## config.mk

```make
export PLATFORM = sky130hd
export DESIGN_NAME = homing_method_control
export DESIGN_NICKNAME = d
export VERILOG_FILES = /design/src/logic/homing_method_control.v /design/src/logic/homing_method_decode.v
export VERILOG_INCLUDE_DIRS = /design/src /design/src/logic
export SDC_FILE = /design/constraint.sdc
export NUM_CORES = 1
export LEC_CHECK = 0
export ABC_AREA = 0
export BUFFER_PORTS_ARGS = -buffer_cell sky130_fd_sc_hd__buf_2
export CAP_MARGIN = 10
export CORE_ASPECT_RATIO = 0.8
export CORE_MARGIN = 3
export CORE_UTILIZATION = 57
export CTS_CLUSTER_SIZE = 30
export DETAILED_ROUTE_END_ITERATION = 7
export HOLD_SLACK_MARGIN = 0.1
export PLACE_DENSITY = 0.81
export SYNTH_ARGS = -nofsm -noshare
export SYNTH_HDL_FRONTEND = slang
export SYNTH_HIERARCHICAL = 1
export SYNTH_SLANG_ARGS = --single-unit
```

## constraint.sdc

```tcl
create_clock -name SYS_CLK -period 13.6 [get_ports SYS_CLK]
set_input_delay 2.04 -clock SYS_CLK [delete_from_list [all_inputs] [get_ports SYS_CLK]]
set_output_delay 2.04 -clock SYS_CLK [all_outputs]
set_load 0.02 [all_outputs]
```

## src/logic/homing_defines.vh

```
// Purpose: Offsets, reset values and method codes for the homing control block
// Assumes: Included by its bare name
// Notes: Definitions only
`ifndef HOMING_DEFINES_VH
`define HOMING_DEFINES_VH
`define OFS_METHOD_SELECT 16'h1b18
`define OFS_OFFSET_DIST 16'h280e
`define OFS_PREF_METHOD 16'h2814
`define OFS_HOME_POS 16'h2816
`define RST_METHOD 16'h0012
`define RST_OFFSET_DIST 32'h000000c8
`define RST_HOME_POS 32'h00000000
`define M_LIM_NEG_IDX 8'h01
`define M_LIM_POS_IDX 8'h02
`define M_REFP_IDX_LO 8'h07
`define M_REFP_IDX_HI 8'h0a
`define M_REFN_IDX_LO 8'h0b
`define M_REFN_IDX_HI 8'h0e
`define M_LIM_NEG 8'h11
`define M_LIM_POS 8'h12
`define M_REFP_LO 8'h17
`define M_REFP_HI 8'h1a
`define M_REFN_LO 8'h1b
`define M_REFN_HI 8'h1e
`define M_IDX_NEG 8'h1f
`define M_IDX_POS 8'h22
`define M_POS_SET 8'h23
`define KIND_NONE 3'h0
`define KIND_LIMIT 3'h1
`define KIND_REF 3'h2
`define KIND_INDEX 3'h3
`define KIND_SET 3'h4
`endif

```

## src/logic/homing_method_control.v

```verilog
// Purpose: Parameter registers and termination logic for homing mode
// Assumes: Registers reached by a simple address/strobe port; motion engine outside
// Notes: Nonvolatile store is modelled by an external load/save handshake
`timescale 1ns/1ps
`include "homing_defines.vh"
module homing_method_control
(
    // Clock and reset
    input wire SYS_CLK,
    input wire RST,
    // Register port
    input wire REG_WR,
    input wire REG_RD,
    input wire [15:0] REG_ADDR,
    input wire [31:0] REG_WDATA,
    output reg [31:0] REG_RDATA,
    output reg REG_ACK,
    // Nonvolatile store
    input wire NV_VALID,
    input wire [15:0] NV_METHOD,
    output reg NV_SAVE,
    output reg [15:0] NV_SAVE_DATA,
    // Mode control from motion engine
    input wire HOME_START,
    input wire MOTOR_STANDSTILL,
    input wire REF_REACHED,
    input wire [31:0] SWITCH_POS,
    input wire HALT_REQ,
    input wire QSTOP_REQ,
    input wire ERROR_DET,
    // Movement setup out
    output reg [2:0] MOVE_KIND,
    output reg MOVE_DIR_POS,
    output reg MOVE_USE_INDEX,
    output reg MOVE_INVERT,
    output reg MOVE_OUTSIDE,
    output reg [31:0] MOVE_OFFSET,
    output reg MOVE_BUSY,
    // Position result
    output reg POS_LOAD,
    output reg [31:0] POS_VALUE,
    output reg [31:0] REF_POINT,
    output reg ZERO_VALID,
    output reg MODE_DONE
);
    localparam ST_IDLE = 2'h0;
    localparam ST_MOVE = 2'h1;
    localparam ST_STOP = 2'h2;
    reg [15:0] method_select;
    reg [15:0] pref_method;
    reg [31:0] offset_dist;
    reg [31:0] home_pos;
    reg [31:0] offset_run;
    reg [31:0] home_run;
    reg [1:0] state;
    reg good;
    reg nv_done;
    reg [1:0] nv_sync;
    wire [2:0] kind;
    wire dir_pos;
    wire use_index;
    wire invert;
    wire outside;

    ////////////////////////////////////////////////////////////////////////////
    // decode live selector
    homing_method_decode u_decode
    (
        .code(method_select),
        .kind(kind),
        .dir_pos(dir_pos),
        .use_index(use_index),
        .invert(invert),
        .outside(outside)
    );

    function in_range;
        input [15:0] v;
        begin
            in_range = (v >= {8'h00, `M_LIM_NEG_IDX}) && (v <= {8'h00, `M_POS_SET});
        end
    endfunction

    ////////////////////////////////////////////////////////////////////////////
    // Register file
    always @(posedge SYS_CLK or posedge RST)
    begin
        if (RST)
        begin
            method_select <= `RST_METHOD;
            pref_method <= `RST_METHOD;
            offset_dist <= `RST_OFFSET_DIST;
            home_pos <= `RST_HOME_POS;
            REG_RDATA <= 32'h00000000;
            REG_ACK <= 1'b0;
            NV_SAVE <= 1'b0;
            NV_SAVE_DATA <= 16'h0000;
            nv_done <= 1'b0;
            nv_sync <= 2'h0;
        end
        else
        begin
            REG_ACK <= REG_WR | REG_RD;
            NV_SAVE <= 1'b0;
            nv_sync <= {nv_sync[0], NV_VALID};
            if (nv_sync[1] && !nv_done)
            begin
                nv_done <= 1'b1;
                if (in_range(NV_METHOD))
                begin
                    pref_method <= NV_METHOD;
                    method_select <= NV_METHOD;
                end
            end
            if (REG_WR)
            begin
                case (REG_ADDR)
                    `OFS_METHOD_SELECT:
                        if (in_range(REG_WDATA[15:0]))
                            method_select <= REG_WDATA[15:0];
                    `OFS_PREF_METHOD:
                        if (in_range(REG_WDATA[15:0]))
                        begin
                            pref_method <= REG_WDATA[15:0];
                            NV_SAVE <= 1'b1;
                            NV_SAVE_DATA <= REG_WDATA[15:0];
                        end
                    // Minimum offset is one unit
                    `OFS_OFFSET_DIST:
                        if (!REG_WDATA[31] && REG_WDATA != 32'h00000000)
                            offset_dist <= REG_WDATA;
                    `OFS_HOME_POS:
                        home_pos <= REG_WDATA;
                    default:
                        offset_dist <= offset_dist;
                endcase
            end
            case (REG_ADDR)
                `OFS_METHOD_SELECT:
                    REG_RDATA <= {16'h0000, method_select};
                `OFS_PREF_METHOD:
                    REG_RDATA <= {16'h0000, pref_method};
                `OFS_OFFSET_DIST:
                    REG_RDATA <= offset_dist;
                `OFS_HOME_POS:
                    REG_RDATA <= home_pos;
                default:
                    REG_RDATA <= 32'h00000000;
            endcase
        end
    end

    ////////////////////////////////////////////////////////////////////////////
    // Mode sequence; stop requests override a same-cycle success
    always @(posedge SYS_CLK or posedge RST)
    begin
        if (RST)
        begin
            state <= ST_IDLE;
            good <= 1'b0;
            offset_run <= `RST_OFFSET_DIST;
            home_run <= `RST_HOME_POS;
            MOVE_KIND <= `KIND_NONE;
            MOVE_DIR_POS <= 1'b0;
            MOVE_USE_INDEX <= 1'b0;
            MOVE_INVERT <= 1'b0;
            MOVE_OUTSIDE <= 1'b0;
            MOVE_OFFSET <= 32'h00000000;
            MOVE_BUSY <= 1'b0;
            POS_LOAD <= 1'b0;
            POS_VALUE <= 32'h00000000;
            REF_POINT <= 32'h00000000;
            ZERO_VALID <= 1'b0;
            MODE_DONE <= 1'b0;
        end
        else
        begin
            POS_LOAD <= 1'b0;
            MODE_DONE <= 1'b0;
            // selection tracks at once while idle
            if (state == ST_IDLE)
            begin
                MOVE_KIND <= kind;
                MOVE_DIR_POS <= dir_pos;
                MOVE_USE_INDEX <= use_index;
                MOVE_INVERT <= invert;
                MOVE_OUTSIDE <= outside;
            end
            case (state)
                ST_IDLE:
                    if (HOME_START && kind != `KIND_NONE)
                    begin
                        if (kind == `KIND_SET)
                        begin
                            POS_LOAD <= 1'b1;
                            POS_VALUE <= home_pos;
                            ZERO_VALID <= 1'b1;
                            MODE_DONE <= 1'b1;
                        end
                        else
                        begin
                            offset_run <= offset_dist;
                            home_run <= home_pos;
                            MOVE_OFFSET <= use_index ? 32'h00000000 : offset_dist;
                            MOVE_BUSY <= 1'b1;
                            good <= 1'b0;
                            ZERO_VALID <= 1'b0;
                            state <= ST_MOVE;
                        end
                    end
                ST_MOVE:
                    if (HALT_REQ || QSTOP_REQ || ERROR_DET)
                    begin
                        good <= 1'b0;
                        state <= ST_STOP;
                    end
                    else if (REF_REACHED)
                    begin
                        good <= 1'b1;
                        REF_POINT <= MOVE_USE_INDEX ? SWITCH_POS : (MOVE_DIR_POS ^ MOVE_INVERT ^ ~MOVE_OUTSIDE
                            ? SWITCH_POS + offset_run : SWITCH_POS - offset_run);
                        state <= ST_STOP;
                    end
                ST_STOP:
                    begin
                        if (HALT_REQ || QSTOP_REQ || ERROR_DET)
                            good <= 1'b0;
                        if (MOTOR_STANDSTILL)
                        begin
                            state <= ST_IDLE;
                            MOVE_BUSY <= 1'b0;
                            MODE_DONE <= 1'b1;
                            if (good && !(HALT_REQ || QSTOP_REQ || ERROR_DET))
                            begin
                                POS_LOAD <= 1'b1;
                                POS_VALUE <= home_run;
                                ZERO_VALID <= 1'b1;
                            end
                            else
                                ZERO_VALID <= 1'b0;
                        end
                    end
                default:
                    state <= ST_IDLE;
            endcase
        end
    end
endmodule

```

## src/logic/homing_method_decode.v

```verilog
// Purpose: Decode a homing method code into movement attributes
// Assumes: Pure combinational
// Notes: Unknown codes give kind none
`timescale 1ns/1ps
`include "homing_defines.vh"
module homing_method_decode
(
    // Code in
    input wire [15:0] code,
    // Attributes out
    output reg [2:0] kind,
    output reg dir_pos,
    output reg use_index,
    output reg invert,
    output reg outside
);
    reg [7:0] c;
    reg [1:0] v;
    always @*
    begin
        c = code[7:0];
        v = 2'h0;
        kind = `KIND_NONE;
        dir_pos = 1'b0;
        use_index = 1'b0;
        invert = 1'b0;
        outside = 1'b0;
        if (code[15:8] == 8'h00)
        begin
            if (c == `M_LIM_NEG_IDX || c == `M_LIM_POS_IDX || c == `M_LIM_NEG || c == `M_LIM_POS)
            begin
                kind = `KIND_LIMIT;
                dir_pos = (c == `M_LIM_POS_IDX) || (c == `M_LIM_POS);
                use_index = (c == `M_LIM_NEG_IDX) || (c == `M_LIM_POS_IDX);
            end
            else if ((c >= `M_REFP_IDX_LO && c <= `M_REFP_IDX_HI) || (c >= `M_REFP_LO && c <= `M_REFP_HI))
            begin
                kind = `KIND_REF;
                dir_pos = 1'b1;
                use_index = (c <= `M_REFP_IDX_HI);
                v = use_index ? c[1:0] + 2'h1 : c[1:0] + 2'h1;
            end
            else if ((c >= `M_REFN_IDX_LO && c <= `M_REFN_IDX_HI) || (c >= `M_REFN_LO && c <= `M_REFN_HI))
            begin
                kind = `KIND_REF;
                use_index = (c <= `M_REFN_IDX_HI);
                v = c[1:0] + 2'h1;
            end
            else if (c == `M_IDX_NEG || c == `M_IDX_POS)
            begin
                kind = `KIND_INDEX;
                dir_pos = (c == `M_IDX_POS);
                use_index = 1'b1;
            end
            else if (c == `M_POS_SET)
                kind = `KIND_SET;
        end
        // variant: 0 inv out, 1 inv in, 2 not inv in, 3 not inv out
        if (kind == `KIND_REF)
        begin
            invert = ~v[1];
            outside = (v == 2'h0) || (v == 2'h3);
        end
    end
endmodule

```

==> results.tsv <==
metric	value	unit
status	complete, no violations	
ios	264	
ctsResizeCount	0	
yosys_warnings	6	
synth_area	15600	um2
fmax	226	MHz
p_per_area	106	nW/um2
cts_root_buf	clkbuf_16	
hold_class	flip-flop to flip-flop	
drive_gt1_share	24.3	%
grt_max_degree	178	
ys_ff_latch	323	
postSynthAreaPerCell	10.0	um2
cts_tree	built	
min_period	4.43	ns
rows	53	
cp-start-kind	input port	
synth_edf_count	0	
drv_cap	0	
postCtsSetupRepairBufs	0	
vias	12700	
placedCellCount	2112	
p_sw	439	uW
hold_viol	0	
reg2regPathDepth	13	
crit_required	14.04	ns
setup_violations	0	
dp_hpwl	29.0	mm
cp_cell_sequence	buf_2 -> ha_1 -> fa_1 -> a211oi_2 -> nor2_1 -> o31a_1 -> a31oi_4 -> o41ai_2 -> or4b_1 -> a31oi_1 -> xor2_1 -> a21oi_1	
port_buffers	263	
yosys.area.top_type	dfrtp_1	
end_kind	flip-flop	
p_comb_share	4.3	%
die_w	191	um
area_growth	17.3	%
max_stage_delay	0.52	ns
leakagePower	0.00993	uW
cts_sinks	323	
ir_worst_vdd	0.124	mV
drc	0	
power	1940	uW
syn_inst	1556	
rsz0062_at_grt	no	
die_area	29300	um2
utilization	68.7	%
drtIter0Drc	1063	
regArea	8100	um2
fin_tns_setup	0	ns
clk_pin_slew	0.06	ns
rr_startpoint	MOVE_DIR_POS	
holdWs	0.348	ns
power_frac_seq	49.7	%
htree_levels	1	
critical_path_class	input port to flip-flop	
rr_endpoint	REF_POINT[24]	
async_reset_ff_share	100	%
slowest_stage	or4b_1	
numCtsBuffers	31	
finalMaxSlewViolations	0	
holdBufCountCts	0	
critPathBufInv	1	
hold_path_startpoint	nv_sync[0]	
clock_path_buffers	3	
totalWireLength	41.2	mm
multi_input_area	7150	um2
hold_path_depth	0	
vias_per_cell	5.83	
ys_types	78	
fin_nets	1937	
first_pass_iters	6	
maxSlewHeadroom	15.9	%
ys.flop_type	dfrtp_1	
antenna_found_initial	0	
grt_use_total	28.0	%
worst_pin_slew	1.26	ns
crit_family	compound AO/OA/AOI/OAI gates	
die_h	154	um
layout.cells.non_filler	2171	
start_util	58.5	%
antennaDiodeCount	0	
grt_pass1_vias	12500	
place.gp.congestion	0.898	
yosysTopAreaCellShare	50.3	%
p_clk_share	46.0	%
synth_common_cells	nand2_1, dfrtp_1, o21ai_0	
grt_pass1_wl	66.8	mm
grt-ovfl-total	0	
ys_seq_area_share	52.0	%
postRouteAntennaNets	0	
worstPathMaxFanout	4	
synth_nets	1704	
wire_per_inst	19.0	um
p_int	1500	uW
n_fill_cell	2028	
synthTopCellsByArea	dfrtp_1, nand2_1, mux2_2	
finalClockSkew	0.0174	ns
yosysMostFrequentCell	nand2_1	
core	26600	um2
whs_endpoint	nv_sync[1]	
insertion_delay	0.57	ns
regToRegSetupSlack	9.20	ns
finalCritPeriodShare	32.6	%
arrival	4.87	ns
p_sw_share	22.7	%
## kinds of logic after synthesis
kind of cell / synth area share (%)
DFF: 52.0
and+or+nand+nor: 18.9
muxes: 8.41
adders and majority gates: 3.34
buffers and inverters: 2.27
AOI/OAI and AO/OA: 11.8
xor gates and xnor gates: 3.21
## sequential cells by signal, indices dropped and copies added, names as in the netlist, 2 cells and up
signal / flops
home_run: 32
NV_SAVE_DATA: 16
method_select: 16
offset_dist: 32
MOVE_OFFSET: 32
REG_RDATA: 32
pref_method: 16
home_pos: 32
nv_sync: 2
state: 2
offset_run: 32
REF_POINT: 32
MOVE_KIND: 3
POS_VALUE: 32
## metal layers
metal  share of wire, %  vias up  GRT usage (%)  wire, um
li1                   -     5890              -         -
met1                 44     6180           40.5     18000
met3                8.3       79           5.61      3410
met2                 46      517           43.9     18800
met4                2.5        0           7.13      1030
met5                  0        -              0         0
## stage by stage
| step | setup WS [ns] | area [um2] |
|---|---|---|
| CTS | 9.19 | 18200 |
| floorplan | 2.64 | 15600 |
| global route | 8.95 | 18300 |
| global placement | 8.71 | 17200 |
| finish | 9.17 | 18300 |
| detailed placement | 8.63 | 17200 |
## area by class of cell
type,instances,share of cell area (%)
clock buffers,40,4.71
clock inverters,18,1.10
inverters,16,0.370
multi-input cells,1141,39.2
flip-flops and latches,323,44.3
well taps,357,2.45
repair buffers,276,7.85
## worst max path at each step
stage                     to  slack [ns]           from  cells past startpoint
2_1_floorplan      MODE_DONE        2.64            RST                      1
3_3_place_gp   REF_POINT[24]        8.71  SWITCH_POS[0]                     12
3_5_place_dp   REF_POINT[24]        8.63  SWITCH_POS[0]                     12
4_1_cts        REF_POINT[24]        9.19   MOVE_DIR_POS                     13
5_1_grt        REF_POINT[28]        8.95   MOVE_DIR_POS                     14
6_report       REF_POINT[24]        9.17  SWITCH_POS[0]                     12
## layout by cell type (no fill, tap or decap), drive strengths merged, types with 23 or more instances in the layout
| cell type | n |
|---|---|
| xor2 | 30 |
| ha | 40 |
| dfrtp | 313 |
| mux2 | 70 |
| buf | 276 |
| nor2 | 66 |
| and2 | 24 |
| nand3b | 33 |
| xnor2 | 27 |
| o21ai | 101 |
| nand2 | 392 |
| clkbuf | 40 |
| mux2i | 52 |
| a21oi | 74 |
| nor3 | 23 |
## power groups by stage
stage	Clock [uW]	Combinational, uW	Sequential, uW
floorplan	0	45.1	981
global placement	0	82.3	980
detailed placement	0	83.0	980
CTS	900	83.3	962
global route	942	93.5	962
finish	891	83.1	962
Note: power is estimated with default switching activity, not from simulation.
